File: config.mk
export PLATFORM = sky130hd
export DESIGN_NAME = cmh_channel
export DESIGN_NICKNAME = d
export VERILOG_FILES = /design/src/logic/cmh_pkg.sv /design/src/logic/cmh_channel.sv
export VERILOG_INCLUDE_DIRS = /design/src /design/src/logic
export SDC_FILE = /design/constraint.sdc
export NUM_CORES = 1
export LEC_CHECK = 0
export BUFFER_PORTS_ARGS = -buffer_cell sky130_fd_sc_hd__buf_2
export CAP_MARGIN = 20
export CORE_MARGIN = 10
export CORE_UTILIZATION = 52
export CTS_CLUSTER_DIAMETER = 30
export DETAILED_ROUTE_END_ITERATION = 7
export PLACE_DENSITY = 0.77
export SYNTH_ARGS = -nofsm -noshare
export SYNTH_HDL_FRONTEND = slang
export SYNTH_SLANG_ARGS = --single-unit
File: constraint.sdc
create_clock -name hclk -period 2.2 [get_ports hclk]
set_input_delay 0.55 -clock hclk [delete_from_list [all_inputs] [get_ports hclk]]
set_output_delay 0.55 -clock hclk [all_outputs]
set_load 0.05 [all_outputs]
File: src/logic/cmh_consts.svh
// Constants for the channel modem control handshake block
`ifndef CMH_CONSTS_SVH
`define CMH_CONSTS_SVH
// ---------------------------------------------------------------
// Register byte offsets
// ---------------------------------------------------------------
`define CMH_OPT_OFS 12'h000
`define CMH_CFG_OFS 12'h004
`define CMH_CMD_OFS 12'h008
`define CMH_STAT_OFS 12'h00C
// ---------------------------------------------------------------
// Option register fields
// ---------------------------------------------------------------
`define CMH_OPT_TYPE_LSB 0
`define CMH_OPT_TYPE_MSB 2
`define CMH_OPT_PRIO_BIT 4
`define CMH_OPT_ACCT_BIT 5
`define CMH_OPT_STD_BIT 6
`define CMH_OPT_RST 8'h00
// ---------------------------------------------------------------
// Configuration register fields
// ---------------------------------------------------------------
`define CMH_CFG_FLOW_BIT 0
`define CMH_CFG_CLRLOSS_BIT 1
`define CMH_CFG_PVC_BIT 2
`define CMH_CFG_CONST_BIT 3
`define CMH_CFG_BUSY_BIT 4
`define CMH_CFG_DISC_BIT 5
`define CMH_CFG_BIAS_LSB 6
`define CMH_CFG_BIAS_MSB 8
`define CMH_CFG_RST 9'h000
// ---------------------------------------------------------------
// Command register bits (write one to act)
// ---------------------------------------------------------------
`define CMH_CMD_CALL_BIT 0
`define CMH_CMD_CLEAR_BIT 1
`define CMH_CMD_LOSS_BIT 2
`define CMH_CMD_FAIL_BIT 3
`define CMH_CMD_EST_BIT 4
// ---------------------------------------------------------------
// Connection type codes and timing in milliseconds
// ---------------------------------------------------------------
`define CMH_TYPE_HOLD 3'h1
`define CMH_TYPE_RING 3'h2
`define CMH_TYPE_DROP 3'h3
`define CMH_TYPE_LOCK 3'h4
`define CMH_TICK_NS 1000000
`define CMH_CLK_NS 25
`define CMH_RING_ON_MS 17'h0_07D0
`define CMH_RING_CYC_MS 17'h0_1770
`define CMH_RING_MAX 3'h5
`define CMH_WINDOW_MS 17'h0_7530
`define CMH_LOSS_MS 17'h0_01F4
`define CMH_MODEM_MS 17'h0_EA60
`define CMH_CALL_MS 17'h1_D4C0
`define CMH_RETRY_MAX 3'h4
`define CMH_GREET_LEN 7'h20
`define CMH_BULL_LEN 7'h78
`define CMH_PROMPT_LEN 7'h10
`endif

File: src/logic/cmh_pkg.sv
// Types for the channel modem control handshake block
package cmh_pkg;
  typedef enum logic [2:0] {
    CMH_IDLE = 3'b000,
    CMH_RING = 3'b001,
    CMH_WAIT_CALL = 3'b011,
    CMH_IN_CALL = 3'b010,
    CMH_LOCKED = 3'b110,
    CMH_BUSY = 3'b111,
    CMH_WAIT_MODEM = 3'b101
  } cmh_state_type;
  typedef enum logic [1:0] {
    CMH_MSG_GREET = 2'h0,
    CMH_MSG_BULL = 2'h1,
    CMH_MSG_PROMPT = 2'h2
  } cmh_msg_type;
  typedef struct packed {
    logic dcd;
    logic dsr;
    logic cts;
    logic ring;
  } cmh_leads_type;
  typedef struct packed {
    logic dtr;
    logic rts;
    logic ri;
  } cmh_inputs_type;
endpackage

File: src/logic/cmh_channel.sv
// Control-lead sequencer of one asynchronous channel
`timescale 1ns/1ps
`include "cmh_consts.svh"
// Summary of operation
// - Dial-in call clears when modem carrier or data-set-ready input drops.
// - With lead flow control, only data-set-ready loss clears a dial-in call.
// - Dial-in drops outputs without a call in two minutes or four failures.
// - Option 1 keeps carrier-detect and data-set-ready high up to two minutes after a commanded clear.
// - Option 3 drops dial-in outputs at once after a clear.
// - Ring-out channel holds every output low while idle.
// - Pulsed ringing: ring output up to five times, two seconds on, four off.
// - Terminal-ready high first, then data-set-ready and carrier-detect rise.
// - Request-to-send high next, then clear-to-send rises.
// - Pulsed call accepted only if both inputs seen within thirty seconds.
// - Ring-out clears and drops outputs when terminal-ready low over 500 ms.
// - Ring-out drops outputs whenever its call is cleared.
// - Option 4 refuses calls after a clear until terminal-ready toggles.
// - Constant ringing raises carrier first, then waits terminal-ready.
// - Priority channels have their inbound queue served first.
// - Data loss resets the circuit, or clears a switched one if set.
// - Option 32 requests accounting at the end of each call.
// - Option 64 rejects extended terminal commands.
// - Connection sends greeting with channel, bulletin, then prompt.
// - Prompt is also sent when a terminal command can be taken and no greeting or bulletin starts.
// - Unconnected inputs read inactive with bias off, active with bias on.
// - Bias is chosen per group: channels 1-4, 5-10, 11-16.
// - Connection types 0 to 7 exclusive; flags 8 to 128 combine freely.
// - Dial-in ring raises carrier-detect and data-set-ready and waits one minute for both inputs.
module cmh_channel
  import cmh_pkg::*;
#(
  parameter int CHAN = 1,
  parameter int TICK_CYCLES = `CMH_TICK_NS / `CMH_CLK_NS
) (
  input wire logic hclk, // System clock
  input wire logic hresetn, // Asynchronous reset, active low
  input wire logic hsel, // Slave select
  input wire logic [11:0] haddr, // Byte address
  input wire logic [1:0] htrans, // Transfer type
  input wire logic hwrite, // Write when high
  input wire logic [2:0] hsize, // Transfer size
  input wire logic [31:0] hwdata, // Write data
  input wire logic hready, // Bus ready
  output logic [31:0] hrdata, // Read data
  output logic hreadyout, // Slave ready
  output logic hresp, // Always OKAY
  input wire logic [2:0] lead_pin, // Raw dtr, rts, ri pins
  input wire logic [2:0] lead_wired, // High where a pin is connected
  output logic dcd, // Carrier detect out
  output logic dsr, // Data set ready out
  output logic cts, // Clear to send out
  output logic ring_busy_output, // Ring or busy lead
  input wire logic msg_done, // Current message sent
  input wire logic cmd_ready, // Channel can take a command
  input wire logic ext_cmd, // Extended command seen
  output logic call_accept, // Pulse: call accepted
  output logic call_refuse, // Pulse: call refused
  output logic call_clear, // Pulse: call cleared
  output logic vc_reset, // Pulse: reset circuit
  output logic vc_clear, // Pulse: clear circuit
  output logic acct_req, // Pulse: take accounting
  output logic cmd_reject, // Pulse: command refused
  output logic queue_prio, // Queue served first
  output logic msg_start, // Pulse: send a message
  output logic [1:0] msg_kind, // Message kind
  output logic [6:0] msg_len, // Message length limit
  output logic [3:0] msg_chan // Channel number for greeting
);
  // -------------------------------------------------------------
  // Bus slave
  // -------------------------------------------------------------
  logic [7:0] opt;
  logic [8:0] cfg;
  logic [4:0] cmd;
  logic wr_pend;
  logic [11:0] wr_addr;
  cmh_state_type state;
  cmh_state_type next_state;
  cmh_leads_type leads;
  cmh_leads_type next_leads;

  // Address phase decode
  wire addr_ok = hsel && hready && htrans[1];
  wire take_wr = addr_ok && hwrite;
  wire take_rd = addr_ok && !hwrite;
  wire wr_opt = wr_pend && (wr_addr == `CMH_OPT_OFS);
  wire wr_cfg = wr_pend && (wr_addr == `CMH_CFG_OFS);
  wire wr_cmd = wr_pend && (wr_addr == `CMH_CMD_OFS);
  wire [31:0] stat_word = {25'h000_0000, state, leads};
  wire [31:0] rd_word =
    (haddr == `CMH_OPT_OFS) ? {24'h00_0000, opt} :
    (haddr == `CMH_CFG_OFS) ? {23'h00_0000, cfg} :
    (haddr == `CMH_STAT_OFS) ? stat_word : 32'h0000_0000;

  // Capture write address, serve read data
  always_ff @(posedge hclk or negedge hresetn) begin
    if (!hresetn) begin
      wr_pend <= 1'b0;
      wr_addr <= 12'h000;
      hrdata <= 32'h0000_0000;
      hreadyout <= 1'b0;
      hresp <= 1'b0;
    end else begin
      wr_pend <= take_wr;
      wr_addr <= haddr;
      hreadyout <= 1'b1;
      hresp <= 1'b0;
      if (take_rd) begin
        hrdata <= rd_word;
      end
    end
  end

  // Option, configuration and command pulse registers
  always_ff @(posedge hclk or negedge hresetn) begin
    if (!hresetn) begin
      opt <= `CMH_OPT_RST;
      cfg <= `CMH_CFG_RST;
      cmd <= 5'h00;
    end else begin
      cmd <= wr_cmd ? hwdata[4:0] : 5'h00;
      if (wr_opt) begin
        opt <= hwdata[7:0];
      end
      if (wr_cfg) begin
        cfg <= hwdata[8:0];
      end
    end
  end

  // -------------------------------------------------------------
  // Option decode
  // -------------------------------------------------------------
  wire [2:0] ctype = opt[`CMH_OPT_TYPE_MSB:`CMH_OPT_TYPE_LSB];
  wire is_dial = (ctype == `CMH_TYPE_HOLD) || (ctype == `CMH_TYPE_DROP);
  wire is_ring = (ctype == `CMH_TYPE_RING) || (ctype == `CMH_TYPE_LOCK);
  wire is_ded = !is_dial && !is_ring;
  wire flow = cfg[`CMH_CFG_FLOW_BIT];
  wire ring_const = cfg[`CMH_CFG_CONST_BIT];
  wire busy_req = cfg[`CMH_CFG_BUSY_BIT];
  wire disc_req = cfg[`CMH_CFG_DISC_BIT];
  wire c_call = cmd[`CMH_CMD_CALL_BIT];
  wire c_clear = cmd[`CMH_CMD_CLEAR_BIT];
  wire c_loss = cmd[`CMH_CMD_LOSS_BIT];
  wire c_fail = cmd[`CMH_CMD_FAIL_BIT];
  wire c_est = cmd[`CMH_CMD_EST_BIT];

  // -------------------------------------------------------------
  // Input leads: synchroniser and bias
  // -------------------------------------------------------------
  logic [5:0] sync_a;
  logic [5:0] sync_b;

  // Two-stage synchroniser for pins and presence
  always_ff @(posedge hclk or negedge hresetn) begin
    if (!hresetn) begin
      sync_a <= 6'h00;
      sync_b <= 6'h00;
    end else begin
      sync_a <= {lead_wired, lead_pin};
      sync_b <= sync_a;
    end
  end

  // Group bias by channel number
  wire [1:0] grp = (CHAN <= 4) ? 2'd0 : (CHAN <= 10) ? 2'd1 : 2'd2;
  wire [2:0] bias_bits = cfg[`CMH_CFG_BIAS_MSB:`CMH_CFG_BIAS_LSB];
  wire bias_on = bias_bits[grp];
  cmh_inputs_type lin;
  genvar gi;
  generate
    for (gi = 0; gi < 3; gi++) begin : g_bias
      // Struct holds dtr in its top bit, the pins hold it in bit 0
      assign lin[gi] = sync_b[5 - gi] ? sync_b[2 - gi] : bias_on;
    end
  endgenerate

  // -------------------------------------------------------------
  // Millisecond tick and timers
  // -------------------------------------------------------------
  logic [31:0] div;
  logic tick;
  logic [16:0] tmr;
  logic [16:0] ph;
  logic [16:0] loss;
  logic [2:0] pulses;
  logic [2:0] tries;
  logic dtr_seen_low;
  logic dtr_q;

  // Common millisecond tick
  always_ff @(posedge hclk or negedge hresetn) begin
    if (!hresetn) begin
      div <= 32'h0000_0000;
      tick <= 1'b0;
    end else begin
      tick <= (div == 32'(TICK_CYCLES - 1));
      div <= (div == 32'(TICK_CYCLES - 1)) ? 32'h0000_0000 : div + 32'h0000_0001;
    end
  end

  // Loss condition while in a call
  wire dial_drop = flow ? !lin.dtr : !(lin.dtr && lin.rts);
  wire ded_low = flow ? !lin.dtr : !(lin.dtr || lin.rts);
  wire loss_src = is_ring ? !lin.dtr : ded_low;
  wire loss_long = loss > `CMH_LOSS_MS;
  wire ring_ok = lin.dtr && (ring_const || lin.rts);
  wire win_over = tmr >= `CMH_WINDOW_MS;
  wire ded_up = flow ? lin.dtr : (lin.dtr || lin.rts);
  wire dtr_rise = lin.dtr && !dtr_q;

  // -------------------------------------------------------------
  // Channel state machine
  // -------------------------------------------------------------
  logic ev_accept;
  logic ev_refuse;
  logic ev_clear;
  always_comb begin
    next_state = state;
    ev_accept = 1'b0;
    ev_refuse = 1'b0;
    ev_clear = 1'b0;
    case (state)
      CMH_IDLE: begin
        if (busy_req || disc_req) begin
          next_state = CMH_BUSY;
        end else if (is_dial && lin.ri) begin
          next_state = CMH_WAIT_MODEM;
        end else if (c_call && is_ring) begin
          next_state = CMH_RING;
        end else if (c_call && ded_up) begin
          next_state = CMH_IN_CALL;
          ev_accept = 1'b1;
        end else if (c_call) begin
          ev_refuse = 1'b1;
        end
      end
      CMH_RING: begin
        if (ring_ok) begin
          next_state = CMH_IN_CALL;
          ev_accept = 1'b1;
        end else if (win_over) begin
          next_state = CMH_IDLE;
          ev_refuse = 1'b1;
        end
      end
      CMH_WAIT_MODEM: begin
        if (lin.dtr && lin.rts) begin
          next_state = CMH_WAIT_CALL;
        end else if (tmr >= `CMH_MODEM_MS) begin
          next_state = CMH_IDLE;
        end
      end
      CMH_WAIT_CALL: begin
        if (dial_drop) begin
          next_state = CMH_IDLE;
        end else if (c_est) begin
          next_state = CMH_IN_CALL;
          ev_accept = 1'b1;
        end else if (tmr >= `CMH_CALL_MS || tries >= `CMH_RETRY_MAX) begin
          next_state = CMH_IDLE;
        end
      end
      CMH_IN_CALL: begin
        if (is_dial && dial_drop) begin
          next_state = CMH_IDLE;
          ev_clear = 1'b1;
        end else if (!is_dial && loss_long) begin
          next_state = CMH_IDLE;
          ev_clear = 1'b1;
        end else if (c_clear || (c_loss && cfg[`CMH_CFG_CLRLOSS_BIT] && !cfg[`CMH_CFG_PVC_BIT])) begin
          ev_clear = 1'b1;
          if (ctype == `CMH_TYPE_HOLD) begin
            next_state = CMH_WAIT_CALL;
          end else begin
            next_state = CMH_IDLE;
          end
        end
        if (ev_clear && ctype == `CMH_TYPE_LOCK) begin
          next_state = CMH_LOCKED;
        end
      end
      CMH_LOCKED: begin
        if (c_call) begin
          ev_refuse = 1'b1;
        end
        if (dtr_seen_low && dtr_rise) begin
          next_state = CMH_IDLE;
        end
      end
      CMH_BUSY: begin
        if (!busy_req && !disc_req) begin
          next_state = CMH_IDLE;
        end else if (c_call) begin
          ev_refuse = 1'b1;
        end
      end
      default: begin
        next_state = CMH_IDLE;
      end
    endcase
    // Busyout waits for the call to end, disconnect does not
    if (disc_req && state != CMH_BUSY) begin
      next_state = CMH_BUSY;
      ev_clear = (state == CMH_IN_CALL);
    end
  end

  // State and timer registers
  always_ff @(posedge hclk or negedge hresetn) begin
    if (!hresetn) begin
      state <= CMH_IDLE;
      tmr <= 17'h0_0000;
      ph <= 17'h0_0000;
      pulses <= 3'h0;
      tries <= 3'h0;
      loss <= 17'h0_0000;
      dtr_q <= 1'b0;
      dtr_seen_low <= 1'b0;
    end else begin
      state <= next_state;
      dtr_q <= lin.dtr;
      if (next_state != state) begin
        tmr <= 17'h0_0000;
        ph <= 17'h0_0000;
        pulses <= 3'h0;
        tries <= 3'h0;
        dtr_seen_low <= 1'b0;
      end else begin
        if (tick) begin
          tmr <= tmr + 17'h0_0001;
        end
        if (tick && ph == `CMH_RING_CYC_MS - 17'h0_0001) begin
          ph <= 17'h0_0000;
          pulses <= pulses + 3'h1;
        end else if (tick) begin
          ph <= ph + 17'h0_0001;
        end
        if (c_fail) begin
          tries <= tries + 3'h1;
        end
        if (!lin.dtr) begin
          dtr_seen_low <= 1'b1;
        end
      end
      if (state != CMH_IN_CALL || !loss_src) begin
        loss <= 17'h0_0000;
      end else if (tick && !loss_long) begin
        loss <= loss + 17'h0_0001;
      end
    end
  end

  // -------------------------------------------------------------
  // Output leads
  // -------------------------------------------------------------
  wire ring_phase = (ph < `CMH_RING_ON_MS) && (pulses < `CMH_RING_MAX);
  always_comb begin
    next_leads = '0;
    case (next_state)
      CMH_IDLE: begin
        if (is_ded) begin
          next_leads = '{dcd: 1'b1, dsr: 1'b1, cts: 1'b1, ring: 1'b0};
        end
      end
      CMH_RING: begin
        next_leads.dcd = ring_const || lin.dtr;
        next_leads.dsr = lin.dtr;
        next_leads.cts = lin.dtr && (ring_const || lin.rts);
        next_leads.ring = !ring_const && (state == CMH_RING) && ring_phase;
      end
      CMH_WAIT_MODEM, CMH_WAIT_CALL: begin
        next_leads.dcd = 1'b1;
        next_leads.dsr = 1'b1;
      end
      CMH_IN_CALL: begin
        next_leads = '{dcd: 1'b1, dsr: 1'b1, cts: 1'b1, ring: 1'b0};
      end
      CMH_BUSY: begin
        next_leads.ring = is_dial;
      end
      default: begin
        next_leads = '0;
      end
    endcase
  end

  // Register the outgoing leads
  always_ff @(posedge hclk or negedge hresetn) begin
    if (!hresetn) begin
      leads <= '0;
    end else begin
      leads <= next_leads;
    end
  end
  assign dcd = leads.dcd;
  assign dsr = leads.dsr;
  assign cts = leads.cts;
  assign ring_busy_output = leads.ring;

  // -------------------------------------------------------------
  // Call-layer events and messages
  // -------------------------------------------------------------
  wire loss_reset = c_loss && (state == CMH_IN_CALL) && (cfg[`CMH_CFG_PVC_BIT] || !cfg[`CMH_CFG_CLRLOSS_BIT]);
  wire connect = ev_accept || (state == CMH_WAIT_MODEM && next_state == CMH_WAIT_CALL);
  cmh_msg_type next_kind;
  logic next_msg;
  always_comb begin
    next_msg = 1'b0;
    next_kind = cmh_msg_type'(msg_kind);
    if (connect) begin
      next_msg = 1'b1;
      next_kind = CMH_MSG_GREET;
    end else if (msg_done && msg_kind == CMH_MSG_GREET) begin
      next_msg = 1'b1;
      next_kind = CMH_MSG_BULL;
    end else if ((msg_done && msg_kind == CMH_MSG_BULL) || cmd_ready) begin
      next_msg = 1'b1;
      next_kind = CMH_MSG_PROMPT;
    end
  end
  wire [6:0] next_len = (next_kind == CMH_MSG_GREET) ? `CMH_GREET_LEN :
    (next_kind == CMH_MSG_BULL) ? `CMH_BULL_LEN : `CMH_PROMPT_LEN;

  // Event pulses and message controls
  always_ff @(posedge hclk or negedge hresetn) begin
    if (!hresetn) begin
      call_accept <= 1'b0;
      call_refuse <= 1'b0;
      call_clear <= 1'b0;
      vc_reset <= 1'b0;
      vc_clear <= 1'b0;
      acct_req <= 1'b0;
      cmd_reject <= 1'b0;
      queue_prio <= 1'b0;
      msg_start <= 1'b0;
      msg_kind <= 2'h2;
      msg_len <= 7'h00;
      msg_chan <= 4'h0;
    end else begin
      call_accept <= ev_accept;
      call_refuse <= ev_refuse;
      call_clear <= ev_clear;
      vc_reset <= loss_reset;
      vc_clear <= c_loss && ev_clear;
      acct_req <= ev_clear && opt[`CMH_OPT_ACCT_BIT];
      cmd_reject <= ext_cmd && opt[`CMH_OPT_STD_BIT];
      queue_prio <= opt[`CMH_OPT_PRIO_BIT];
      msg_start <= next_msg;
      msg_kind <= next_kind;
      msg_len <= next_len;
      msg_chan <= 4'(CHAN);
    end
  end
endmodule

# After elaboration in Yosys (flattened, before gate mapping)
# Index checks and enable logic that the tools add are counted.
dict set report word_totals {
  in_bits 63
  word_cells 227
  out_inout_bits 60
  reg_bits 197
}
dict set report classes {
  addsub 6
  magnitude_cmp 7
  eq_ne 27
  muxes 80
  n_reduce_logical 73
}
# cell n
set op_table {}
lappend op_table {{17-bit two-way mux} 7}
lappend op_table {{3-bit two-way mux} 22}
lappend op_table {{17-bit by 1-bit adder with 17-bit output, second input constant} 3}
lappend op_table {{1-bit logical AND} 35}
lappend op_table {{1-bit two-way mux} 33}
lappend op_table {{32-bit by 1-bit adder with 32-bit output, second input constant} 1}
lappend op_table {{32-bit by 16-bit == test with 1-bit output, second input constant} 1}
lappend op_table {{32-bit two-way mux} 1}
lappend op_table {{12-bit by 3-bit == test with 1-bit output, second input constant} 2}
lappend op_table {{12-bit by 4-bit == test with 1-bit output, second input constant} 2}
lappend op_table {{12-bit logical NOT} 2}
lappend op_table {{7-bit two-way mux} 3}
lappend op_table {{3-bit case mux with 7 select lines} 1}
lappend op_table {{3-bit by 2-bit == test with 1-bit output, second input constant} 6}
lappend op_table {{3-bit == test, second input constant} 6}
lappend op_table {{9-bit two-way mux} 2}
lappend op_table {{17-bit by 13-bit == test with 1-bit output, second input constant} 1}
lappend op_table {{17-bit by 15-bit >= comparator with 1-bit output, second input constant} 1}
lappend op_table {{17-bit by 16-bit >= comparator with 1-bit output, second input constant} 1}
lappend op_table {{17-bit >= comparator, second input constant} 1}
lappend op_table {{17-bit by 9-bit greater-than comparator with 1-bit output, second input constant} 1}
lappend op_table {{17-bit by 11-bit < comparator with 1-bit output, second input constant} 1}
lappend op_table {{1-bit logical NOT} 14}
lappend op_table {{1-bit logical OR} 12}
lappend op_table {{20 further kinds} 34}

# Logic depth before layout (Yosys ltp)
# Gate-level depths: netlist of run 1.
dict set report depth {
  word_depth 18
  ltp_mapped 11
  ltp_nobuf 9
}

# Worst setup path before layout of run 1
# No wires, ideal clock.
dict set report synth_timing {
  path_type {register to register}
  start {register loss[0]}
  end {register msg_start}
  required_time_ns 2.069
  path_slack_ns -0.203
  n_path_buf 0
  period_less_slack_ns 2.403
  setup_time_ns 0.131
  stages_incl_launch_ff 10
  t_arrival_ns 2.272
  cell_sequence {dfrtp_1 inv_1 ha_1 nor2b_1 o2111a_1 o31a_1 a211oi_4 nand4_4 a41o_1 or3b_1}
}
dict set report synth_between {
  elab_chain_len 13
  elab_cells_between_ends 15
  cone_classes {order compare (1); eq/ne (1); mux (9); reduce/logical (4)}
}
# item line_no
set synth_lines {}
lappend synth_lines {{start: declaration} cmh_channel.sv:185} ;# logic [16:0] loss;
lappend synth_lines {{start signal: assignment} cmh_channel.sv:349} ;# loss <= loss + 17'h0_0001;
lappend synth_lines {{17-bit by 9-bit greater-than comparator with 1-bit output (no source line) (*)} n/a}
lappend synth_lines {{1-bit logical AND (*)} cmh_channel.sv:268} ;# end else if (!is_dial && loss_long) begin
lappend synth_lines {{1-bit two-way mux} cmh_channel.sv:268}
lappend synth_lines {{1-bit two-way mux} cmh_channel.sv:265} ;# if (is_dial && dial_drop) begin
lappend synth_lines {{1-bit two-way mux} cmh_channel.sv:223} ;# case (state)
lappend synth_lines {{1-bit logical AND (no source line)} n/a}
lappend synth_lines {{3-bit two-way mux (*)} cmh_channel.sv:279} ;# if (ev_clear && ctype == `CMH_TYPE_LOCK) begin
lappend synth_lines {{3-bit case mux with 7 select lines (*)} cmh_channel.sv:223}
lappend synth_lines {{3-bit two-way mux (*)} cmh_channel.sv:303} ;# if (disc_req && state != CMH_BUSY) begin
lappend synth_lines {{named net next_state[1]} cmh_channel.sv:78} ;# cmh_state_type next_state;
lappend synth_lines {{3-bit by 2-bit == test with 1-bit output (*)} cmh_channel.sv:405} ;# wire connect = ev_accept || (state == CMH_WAIT_MODEM && next_state == CMH_WAIT_CALL);
lappend synth_lines {{1-bit logical AND (*)} cmh_channel.sv:405}
lappend synth_lines {{1-bit logical OR (*)} cmh_channel.sv:405}
lappend synth_lines {{1-bit two-way mux (*)} cmh_channel.sv:411} ;# if (connect) begin
lappend synth_lines {{named net next_msg} cmh_channel.sv:407} ;# logic next_msg;
lappend synth_lines {{end signal: assignment} cmh_channel.sv:449} ;# msg_start <= next_msg;
lappend synth_lines {{end: declaration} cmh_channel.sv:64} ;# output logic msg_start,
# The timed path passes the listed nets; every way through them passes the cells marked *. The select of a mux whose other input is x is not followed.
# A chain may end at the register's enable or synchronous reset.

# Worst setup path in the final report of run 1
dict set report layout_timing {
  start {register cmd[2]}
  end {register msg_start}
}
dict set report layout_between {
  elab_chain_len 15
  elab_cells_between_ends 18
  cone_classes {eq/ne (1); mux (11); reduce/logical (6)}
}
# item line_no
set layout_lines {}
lappend layout_lines {{start: declaration} cmh_channel.sv:74} ;# logic [4:0] cmd;
lappend layout_lines {{start signal: assignment} cmh_channel.sv:121} ;# cmd <= wr_cmd ? hwdata[4:0] : 5'h00;
lappend layout_lines {{1-bit logical AND (*) (2 in series)} cmh_channel.sv:271} ;# end else if (c_clear || (c_loss && cfg[`CMH_CFG_CLRLOSS_BIT] && !cfg[`CMH_CFG_PVC_BIT])) begin
lappend layout_lines {{1-bit logical OR (*)} cmh_channel.sv:271}
lappend layout_lines {{1-bit two-way mux} cmh_channel.sv:271}
lappend layout_lines {{1-bit two-way mux} cmh_channel.sv:268}
lappend layout_lines {{1-bit two-way mux} cmh_channel.sv:265}
lappend layout_lines {{1-bit two-way mux} cmh_channel.sv:223}
lappend layout_lines {{1-bit logical AND (no source line)} n/a}
lappend layout_lines {{3-bit two-way mux (*)} cmh_channel.sv:279}
lappend layout_lines {{3-bit case mux with 7 select lines (*)} cmh_channel.sv:223}
lappend layout_lines {{3-bit two-way mux (*)} cmh_channel.sv:303}
lappend layout_lines {{named net next_state[1]} cmh_channel.sv:78}
lappend layout_lines {{3-bit by 2-bit == test with 1-bit output (*)} cmh_channel.sv:405}
lappend layout_lines {{1-bit logical AND (*)} cmh_channel.sv:405}
lappend layout_lines {{1-bit logical OR (*)} cmh_channel.sv:405}
lappend layout_lines {{1-bit two-way mux (*)} cmh_channel.sv:411}
lappend layout_lines {{named net next_msg} cmh_channel.sv:407}
# Marked as above.

==> results of run 1 <==
-- layout make-up --
class	count	share of cell area [%]
multi-input cells	558	36.02
inverters	19	0.7048
diodes	1	0.02473
flip-flops and latches	170	42.07
well taps	188	2.325
clock inverters	13	1.632
repair buffers	184	12.75
clock buffers	19	4.476
-- logic make-up (layout without fill, tap and decap cells) --
kind of cell	count (synthesis)	count (layout)
AOI/OAI and AO/OA	98	98
adders and majority gates	8	8
and+or+nand+nor	333	333
other	2	32
buffers and inverters	71	235
xor gates and xnor gates	67	67
muxes	21	21
DFF	170	170
-- through the flow --
step / util, % / cell area [um^2] / total power [uW] / setup TNS (ns)
floorplan: - / 8127 / 5075 / -5.545
global placement: 61.21 / 9271 / 6023 / -6.800
detailed placement: 61.21 / 9271 / 6055 / -14.51
CTS: 66.01 / 9997 / 9315 / -6.339
global route: 66.79 / 10120 / 9798 / -11.92
finish: 66.81 / 10120 / 9427 / -6.423
-- cell usage in the layout (no fill, tap or decap), drive strengths merged, types with 6 or more instances in the layout --
cell type  synthesis  final
and4               6      6
a21oi             18     18
nand3             30     30
nand4             18     18
ha                 8      8
and3              13     13
nor4              19     19
nor3              52     52
dfrtp            169    169
buf               42    184
conb               2     31
nand2             60     60
nand2b            11     11
clkbuf            10     19
xor2              30     30
nor2              63     63
a31oi              9      9
nor4b              6      6
o21ai             21     21
a22oi              7      7
a211oi             7      7
and2              17     17
nor2b              6      6
inv               19     22
mux2              17     17
or3               13     13
xnor2             37     37
-- repair_timing --
action,CTS,global route
endpoints found under the setup margin,53,57
hold endpoints to repair,0,0
hold buffers,0,0
gates resized for setup,18,21
pin swaps,5,0
setup buffers,3,3
-- metal layers --
metal / track usage [%] / vias up / share of wire, %
met5: 0 / - / 0
met4: 5.053 / 0 / 1.3
met3: 5.018 / 25 / 5.4
met2: 31.97 / 185 / 50
met1: 23.95 / 3164 / 43
li1: - / 3045 / -
-- power by group --
group	total, uW	internal, uW	switching (uW)
registers	3460	3300	160
clock network	3120	1850	1270
logic	2850	1020	1830
-- critical path, stage by stage (launching register included) --
cell and delay, ns:
dfrtp_1 0.39, and3b_1 0.21, or2_1 0.24, o31a_1 0.34, a211oi_4 0.27, nand4_4 0.18
a41o_1 0.29, or3b_1 0.36
-- state kept, by name (all words and copies together) (netlist names), 2 cells and up --
| name | cells |
|---|---|
| div | 32 |
| loss | 17 |
| ph | 17 |
| tmr | 17 |
| wr_addr | 12 |
| cfg | 9 |
| hrdata | 9 |
| opt | 8 |
| sync_a | 6 |
| sync_b | 6 |
| cmd | 5 |
| msg_len | 3 |
| pulses | 3 |
| state | 3 |
| tries | 3 |
| msg_kind | 2 |
-- path summary, 6_finish.rpt --
kind / startpoint / endpoint / slack [ns] / cells after the start
worst max register to register: cmd[2]$_DFF_PN0_ / msg_start$_DFF_PN0_ / -0.20 / 7
min in group hclk: lead_wired[0] / sync_a[3]$_DFF_PN0_ / 0.22 / 1
worst min-delay path: hresetn / tmr[6]$_DFFE_PN0P_ / 0.05 / 1
worst min register to register: sync_a[2]$_DFF_PN0_ / sync_b[2]$_DFF_PN0_ / 0.35 / 0
worst max-delay path: cmd[2]$_DFF_PN0_ / msg_start$_DFF_PN0_ / -0.20 / 7
max in group asynchronous: hresetn / div[24]$_DFF_PN0_ / 1.52 / 2
==> results.json, run 1 <==
{
  "synth_edf_count": 0,
  "peakVddDrop_v": 0.0008876,
  "synth_area_leader_cell": "dfrtp_1",
  "hold_class": "input port to async pin",
  "power.leakage_uw": 0.004629,
  "yosys.area.top_type_share_pct": 52.75,
  "max-cap-violations": 0,
  "regArea_um2": 4257,
  "ys_top_cells_by_area": "dfrtp_1 53%, xnor2_1 4.0%, xor2_1 3.3%",
  "nFillCells": 1143,
  "htree_num_levels": 4,
  "synthAdderAreaFrac_pct": 1.248,
  "max_freq_ghz": 0.4171,
  "cts_tree": "built",
  "synth_compound_area_share_pct": 8.505,
  "synth_xor_area_share_pct": 7.319,
  "drt-initial-drc-count": 544,
  "ios": 123,
  "viasPerCell": 5.572,
  "dpl.hpwl_mm": 13.44,
  "area_growth_syn_to_layout_pct": 26.20,
  "netlist_area_um2": 8018,
  "num_rows": 45,
  "cts.sinks": 170,
  "core-area_um2": 15150,
  "wl_per_cell_um": 17.06,
  "startpoint_type": "flop",
  "vias": 6419,
  "clock-skew-final_ns": 0.01120,
  "final_antenna_net_count": 0,
  "slew_viol_final": 0,
  "ys_warn_count": 0,
  "dieArea_um2": 20790,
  "die_h_um": 144.2,
  "power_density_nw_per_um2": 931.6,
  "placed_cells": 1113,
  "route.detailed.drc": 0,
  "ys_top_cells_by_count": "169 x dfrtp_1, 63 x nor2_1, 60 x nand2_1",
  "place_congestion": 0.9305,
  "post-route-min-period_ns": 2.398,
  "start_util_pct": 52.94,
  "insertion_delay_ns": 0.43,
  "async_reset_ff_share_pct": 100.0,
  "worstPathMaxFanout": 4,
  "dp_slack_ns": -0.3779,
  "worst-endpoint-arrival_ns": 2.71,
  "crit_path_end_kind": "flop",
  "antenna_found_initial": 0,
  "cts-root-buf": "clkbuf_16",
  "yosysSeqAreaShare_pct": 53.07,
  "grt_pass1_wl_mm": 31.75,
  "crit_type": "flop to flop",
  "rsz0062_at_grt": "yes",
  "synth_top_family_by_area": "simple AND/OR/NAND/NOR gates",
  "yosys.area_share.simple_pct": 21.89,
  "final_hold_viol_count": 0,
  "drive_above_1_share_pct": 28.35,
  "die_x_um": 144.2,
  "gr-total-overflow": 0,
  "grt_max_degree": 53,
  "violations": "setup timing",
  "multi_input_area_um2": 3645,
  "setup_viol": 51,
  "first_pass_iters": 5,
  "fin_nets": 1021,
  "hold_ws_ns": 0.05252,
  "synth.avg_cell_area_um2": 10.41,
  "grt_usage_pct": 19.08,
  "numCtsBuffers": 17,
  "numPortBuffers": 65,
  "postLayoutSetupSlackWorst_ns": -0.1976,
  "status": "complete, but fails checks",
  "wirelength_mm": 19.65,
  "timing.final.crit_share_pct": 109.0,
  "synth_cell_types": 65,
  "postSynthCellCount": 770,
  "required_ns": 2.51,
  "cts_buffer_depth": 2,
  "synthMuxAreaShare_pct": 2.887,
  "grt_pass1_vias": 6484,
  "fin_cells": 1152,
  "clk_pin_slew_ns": 0.07,
  "synth.most_common_cell": "dfrtp_1",
  "synth_ff_type": "dfrtp_1",
  "synth_seq_cells": 170
}
Power figures use the tool's default switching activity.
==> inputs of run 2 (changes only) <==
--- a/config.mk
+++ b/config.mk
@@ -6,13 +6,13 @@
 export SDC_FILE = /design/constraint.sdc
 export NUM_CORES = 1
 export LEC_CHECK = 0
-export BUFFER_PORTS_ARGS = -buffer_cell sky130_fd_sc_hd__buf_2
 export CAP_MARGIN = 20
 export CORE_MARGIN = 10
-export CORE_UTILIZATION = 52
+export CORE_UTILIZATION = 57
 export CTS_CLUSTER_DIAMETER = 30
 export DETAILED_ROUTE_END_ITERATION = 7
-export PLACE_DENSITY = 0.77
+export DONT_BUFFER_PORTS = 1
+export PLACE_DENSITY = 0.75
 export SYNTH_ARGS = -nofsm -noshare
 export SYNTH_HDL_FRONTEND = slang
 export SYNTH_SLANG_ARGS = --single-unit
==> run 2 against run 1 <==
The run ends with hold timing, setup timing left. Die area is 7.6% lower. Critical endpoint is now ph[15]$_DFFE_PN0P_. Sequential power up 11%. Clock skew is 0.0028 ns higher. Cell count down 6.4%. Highest routed layer unchanged. First-iteration DRC count fell by 11%. Combinational power grew 8.4%. Largest power group unchanged. Total power is 6.5% higher. Register-to-register slack got worse by 0.21 ns. Sequential share of layout area up 0.71 points. Flip-flop and latch count is the same. Largest cell class unchanged.
==> results.json, run 2 (synthesis gave the netlist of run 1 again) <==
{
  "final_cell_mix": "168 x dfrtp_1, 108 x buf_4, 60 x nor2_1, 59 x nand2_1, 36 x xnor2_1",
  "wl_per_cell_um": 18.76,
  "grt_pass1_wl_mm": 32.04,
  "cts_buffer_depth": 2,
  "status": "complete, but fails checks",
  "grt_pass1_vias": 6427,
  "grt_max_degree": 171,
  "max_freq_ghz": 0.3831,
  "clk_pin_slew_ns": 0.06,
  "power.leakage_uw": 0.004404,
  "rsz0062_at_grt": "yes",
  "largest_register_ffs": 32,
  "dieArea_um2": 19210,
  "mostFrequentLayoutCell": "dfrtp_1",
  "postLayoutSetupSlackWorst_ns": -0.4103,
  "peakVddDrop_v": 0.0007891,
  "area_growth_syn_to_layout_pct": 24.09,
  "slew_viol_final": 0,
  "drt-initial-drc-count": 486,
  "r2r.worst_path.cells": 11,
  "maxSlewHeadroom_pct": 61.54,
  "ios": 123,
  "insertion_delay_ns": 0.43,
  "required_ns": 2.52,
  "final_antenna_net_count": 0,
  "max-cap-violations": 0,
  "violations": "hold timing, setup timing",
  "antenna_found_initial": 0,
  "timing.final.crit_share_pct": 118.7,
  "viasPerCell": 5.824,
  "power_density_nw_per_um2": 1009,
  "placed_cells": 1034,
  "grt_usage_pct": 20.11,
  "numCtsBuffers": 17,
  "crit_type": "flop to flop",
  "die_h_um": 138.6,
  "fin_nets": 956,
  "worst-endpoint-arrival_ns": 2.93,
  "gr-total-overflow": 0,
  "top_register": "div",
  "htree_num_levels": 4,
  "startpoint_type": "flop",
  "crit_path_end_kind": "flop",
  "maxUsedRoutingLayer": "met4",
  "first_pass_iters": 5,
  "dpl.hpwl_mm": 13.46,
  "wl_met3_mm": 1.211,
  "fin_cells": 1078,
  "vias": 6278,
  "cts_tree": "built",
  "diodes": 0,
  "die_x_um": 138.6,
  "m1WireLength_mm": 8.023,
  "num_rows": 43,
  "route.detailed.drc": 0,
  "worst_slew_pin_slew_ns": 0.5769,
  "hold_class": "input port to async pin",
  "place_congestion": 0.8970,
  "drive_above_1_share_pct": 25.50,
  "hold_ws_ns": -0.1782,
  "wirelength_mm": 20.22,
  "numPortBuffers": 0,
  "core-area_um2": 13830,
  "cts-root-buf": "clkbuf_16",
  "setup_viol": 51,
  "start_util_pct": 57.99,
  "post-route-min-period_ns": 2.610,
  "clock-skew-final_ns": 0.01404,
  "final_hold_viol_count": 170,
  "worstPathMaxFanout": 10,
  "cts.sinks": 170,
  "wl_met2_mm": 10.57
}
[run 2: critical path, stage by stage (launching register included)]
cell,delay (ns)
dfrtp_1,0.37
inv_1,0.07
ha_2,0.17
nor2b_1,0.04
o2111a_1,0.25
o31a_1,0.29
a211oi_4,0.34
a21oi_1,0.12
nand4bb_4,0.26
buf_12,0.17
clkbuf_16,0.17
nor3_1,0.24
[run 2: metrics by stage]
stage                     utilization, %  worst slack (ns)  setup TNS (ns)  power, uW  cell area (um^2)
after CTS                          69.34           -0.2342          -8.823       9306              9588
after detailed placement           64.17           -0.3516          -12.05       6046              8872
after floorplan                        -           -0.1636          -5.545       5075              8127
final                              71.96           -0.4103          -13.41      10040              9950
after global routing               71.96           -0.4713          -20.14      10400              9950
after global placement             64.17           -0.1935          -7.843       5995              8872
[run 2: worst paths after layout]
check | from | endpoint | slack [ns]
max in group asynchronous | hresetn | sync_b[4]$_DFF_PN0_ | 2.05
worst max-delay path | loss[0]$_DFFE_PN0P_ | ph[15]$_DFFE_PN0P_ | -0.41
worst min register to register | sync_a[4]$_DFF_PN0_ | sync_b[4]$_DFF_PN0_ | 0.35
worst max register to register | loss[0]$_DFFE_PN0P_ | ph[15]$_DFFE_PN0P_ | -0.41
min in group hclk | haddr[8] | wr_addr[8]$_DFF_PN0_ | 0.15
worst min-delay path | hresetn | msg_start$_DFF_PN0_ | -0.18
[run 2: per-layer routing]
| metal | GRT usage (%) | vias up |
|---|---|---|
| li1 | - | 2889 |
| met1 | 23.88 | 3152 |
| met2 | 34.71 | 197 |
| met3 | 4.795 | 40 |
| met4 | 7.214 | 0 |
| met5 | 0 | - |
[run 2: timing repair]
| action | in CTS | in global routing |
|---|---|---|
| endpoints found under the setup margin | 53 | 62 |
| pin swaps | 4 | 7 |
| endpoints found under the hold margin | 170 | 170 |
| setup buffers | 1 | 9 |
| gates cloned | 0 | 3 |
| resized for setup | 23 | 44 |
[run 2: power breakdown]
group	internal, uW	switching (uW)	leakage, uW
sequential	3290	537	0.00223
clock	1820	1300	0.000297
combinational	1390	1710	0.00188
[run 2: area by class of cell]
type	instances	area, um^2
fillers	927	3877
inverters	19	71.32
well taps	180	225.2
flip-flops and latches	170	4257
multi-input cells	558	3774
clock buffers	18	429.2
repair buffers	119	1006
clock inverters	14	187.7
==> inputs of run 3 (changes only) <==
--- a/config.mk
+++ b/config.mk
@@ -6,13 +6,14 @@
 export SDC_FILE = /design/constraint.sdc
 export NUM_CORES = 1
 export LEC_CHECK = 0
+export ABC_AREA = 1
 export CAP_MARGIN = 20
 export CORE_MARGIN = 10
-export CORE_UTILIZATION = 57
+export CORE_UTILIZATION = 58
 export CTS_CLUSTER_DIAMETER = 30
 export DETAILED_ROUTE_END_ITERATION = 7
 export DONT_BUFFER_PORTS = 1
-export PLACE_DENSITY = 0.75
+export PLACE_DENSITY = 0.76
 export SYNTH_ARGS = -nofsm -noshare
 export SYNTH_HDL_FRONTEND = slang
 export SYNTH_SLANG_ARGS = --single-unit
==> run 3 against run 2 <==
The run still ends with hold timing, setup timing left. Largest cell class unchanged. Synthesized cell count up 44%. Total power up 2.7%. Critical endpoint is now ph[8]$_DFFE_PN0P_. First-iteration DRC count increased by 67%. Flip-flop and latch count unchanged. Combinational power increased by 14%.
==> results.json, run 3 <==
{
  "drt-initial-drc-count": 810,
  "setup_viol": 13,
  "cp-startpoint": "opt[0]$_DFFE_PN0P_",
  "finalSetupTns_ns": -0.1355,
  "clk_pin_slew_ns": 0.06,
  "power.leakage_uw": 0.005115,
  "worst-endpoint-arrival_ns": 2.59,
  "wl_per_cell_um": 16.14,
  "netlist_area_um2": 8866,
  "final_cell_mix": "210 x nand2_1, 164 x dfrtp_1, 137 x inv_1, 122 x nor2_1, 62 x nand3_1",
  "peakVddDrop_v": 0.0007657,
  "postSynthCellCount": 1110,
  "num_rows": 45,
  "vias": 7569,
  "numCtsBuffers": 17,
  "hold_class": "input port to async pin",
  "ys_warn_count": 0,
  "largest_register_ffs": 32,
  "hold_ws_ns": -0.1818,
  "postLayoutSetupSlackWorst_ns": -0.02665,
  "cts-root-buf": "clkbuf_16",
  "max_freq_ghz": 0.4491,
  "worst_slew_pin_slew_ns": 0.5388,
  "grt_pass1_vias": 7265,
  "synth_area_leader_cell": "dfrtp_1",
  "nFillCells": 1134,
  "cts_buffer_depth": 2,
  "grt_pass1_wl_mm": 35.24,
  "synth_seq_cells": 170,
  "cts.sinks": 170,
  "die_h_um": 143.6,
  "start_util_pct": 58.76,
  "dp_slack_ns": -0.06636,
  "yosysSeqAreaShare_pct": 48.00,
  "cp_cell_sequence": "inv_1, nand3_1, nand2_1, nand2_1, nand2_1, nor2_1, nand2_2, nand2_2, nand2_2, nor2_4, nand3_2, nand2_2, nand2_4, nor2_8, buf_6, clkbuf_16, nand4_1, nand2_1",
  "fin_util_pct": 69.49,
  "maxSlewHeadroom_pct": 63.99,
  "rr_endpoint": "ph[8]$_DFFE_PN0P_",
  "viasPerCell": 5.553,
  "crit_path_end_kind": "flop",
  "r2r_start": "opt[0]$_DFFE_PN0P_",
  "final_hold_viol_count": 170,
  "mostFrequentLayoutCell": "nand2_1",
  "cpPeakStageDelay_ns": 0.40,
  "synth_edf_count": 0,
  "final_antenna_net_count": 0,
  "drive_above_1_share_pct": 17.53,
  "antenna_found_initial": 0,
  "r2r.worst_path.cells": 18,
  "area_growth_syn_to_layout_pct": 18.28,
  "gr-total-overflow": 0,
  "die_x_um": 143.6,
  "clock-skew-final_ns": 0.01158,
  "crit_path_end": "ph[8]$_DFFE_PN0P_",
  "cts_tree": "built",
  "dieArea_um2": 20630,
  "first_pass_iters": 6,
  "crit_type": "flop to flop",
  "dpl.hpwl_mm": 14.31,
  "rsz0062_at_grt": "yes",
  "r2r_setup_slack_ns": -0.03,
  "worstPathMaxFanout": 8,
  "ios": 123,
  "fin_nets": 1233,
  "place_congestion": 0.9473,
  "violations": "hold timing, setup timing",
  "grt_max_degree": 171,
  "status": "complete, but fails checks",
  "startpoint_type": "flop",
  "insertion_delay_ns": 0.43,
  "crit_path_top_delay_cell": "dfrtp_1",
  "synth.most_common_cell": "nand2_1",
  "synth_ff_type": "dfrtp_1",
  "max-cap-violations": 0,
  "numPortBuffers": 0,
  "diodes": 0,
  "route.detailed.drc": 0,
  "placed_cells": 1307,
  "core-area_um2": 15090,
  "grt_usage_pct": 21.04,
  "top_register": "div",
  "synth.avg_cell_area_um2": 7.987,
  "synth_cell_types": 44,
  "timing.final.crit_share_pct": 101.2,
  "async_reset_ff_share_pct": 100.0,
  "required_ns": 2.56,
  "slew_viol_final": 0,
  "htree_num_levels": 4,
  "ys_top_cells_by_count": "238 x nand2_1, 169 x dfrtp_1, 144 x nor2_1",
  "power_density_nw_per_um2": 982.9,
  "post-route-min-period_ns": 2.227,
  "yosys.area.top_type_share_pct": 47.70,
  "fin_cells": 1363,
  "ys_top_cells_by_area": "dfrtp_1 48%, nand2_1 10%, nor2_1 6.1%",
  "wirelength_mm": 22.00
}
## run 3: metal layers
metal	wire length [um]	part of all wire [%]	GRT usage (%)	vias up
met4	338	1.5	6.233	0
met3	1445	6.6	4.587	28
met2	10940	50	33.60	260
met5	0	0	0	-
li1	-	-	-	3646
met1	9281	42	28.13	3635
## run 3: area by class of cell
| type | count | area, um^2 | area share [%] |
|---|---|---|---|
| flip-flops and latches | 170 | 4262 | 40.64 |
| multi-input cells | 759 | 4189 | 39.95 |
| inverters | 155 | 591.8 | 5.644 |
| repair buffers | 59 | 589.3 | 5.620 |
| clock buffers | 20 | 446.7 | 4.260 |
| well taps | 188 | 235.2 | 2.243 |
| clock inverters | 12 | 172.7 | 1.647 |
## run 3: worst min-delay path by stage
stage / startpoint / to / cells after the start
4_1_cts: hresetn / vc_clear$_DFF_PN0_ / 0
6_report: hresetn / vc_clear$_DFF_PN0_ / 0
3_5_place_dp: hresetn / vc_clear$_DFF_PN0_ / 0
3_3_place_gp: hresetn / vc_clear$_DFF_PN0_ / 0
2_1_floorplan: hresetn / acct_req$_DFF_PN0_ / 0
5_1_grt: hresetn / vc_clear$_DFF_PN0_ / 0
## run 3: stage by stage
step / power (uW) / instance area [um^2]
CTS: 9366 / 9946
detailed placement: 5568 / 9140
floorplan: 5221 / 8975
global route: 10680 / 10490
global placement: 5549 / 9140
finish: 10310 / 10490
## run 3: cell families (layout without fill, tap and decap cells)
group | count (synthesis) | after routing | share of synthesized area (%)
multiplexers | 2 | 2 | 0.2399
adder cells (fa/ha/maj) | 8 | 8 | 1.129
AO/OA/AOI/OAI | 81 | 81 | 5.377
AND/OR/NAND/NOR | 593 | 596 | 30.27
flip-flops | 170 | 170 | 48.00
XOR/XNOR | 41 | 41 | 4.050
other | 2 | 31 | 0.08471
buffers and inverters | 213 | 246 | 10.85
## run 3: what timing repair did
item | 4_1_cts | 5_1_grt
pin swaps | 4 | 44
setup buffers | 6 | 11
resized for setup | 14 | 106
endpoints found under the hold margin | 170 | 170
setup endpoints to repair | 45 | 61
cloned | 3 | 5
## run 3: power breakdown
group	switching (uW)	internal (uW)
registers	394	3270
clock network	1210	1930
logic	2100	1400
total	3700	6600
## run 3: worst max-delay path, delay by kind of cell (launching register included)
family	cells	cell delay, ns
AND/OR/NAND/NOR	15	1.32
flip-flops	1	0.40
buffers and inverters	3	0.42
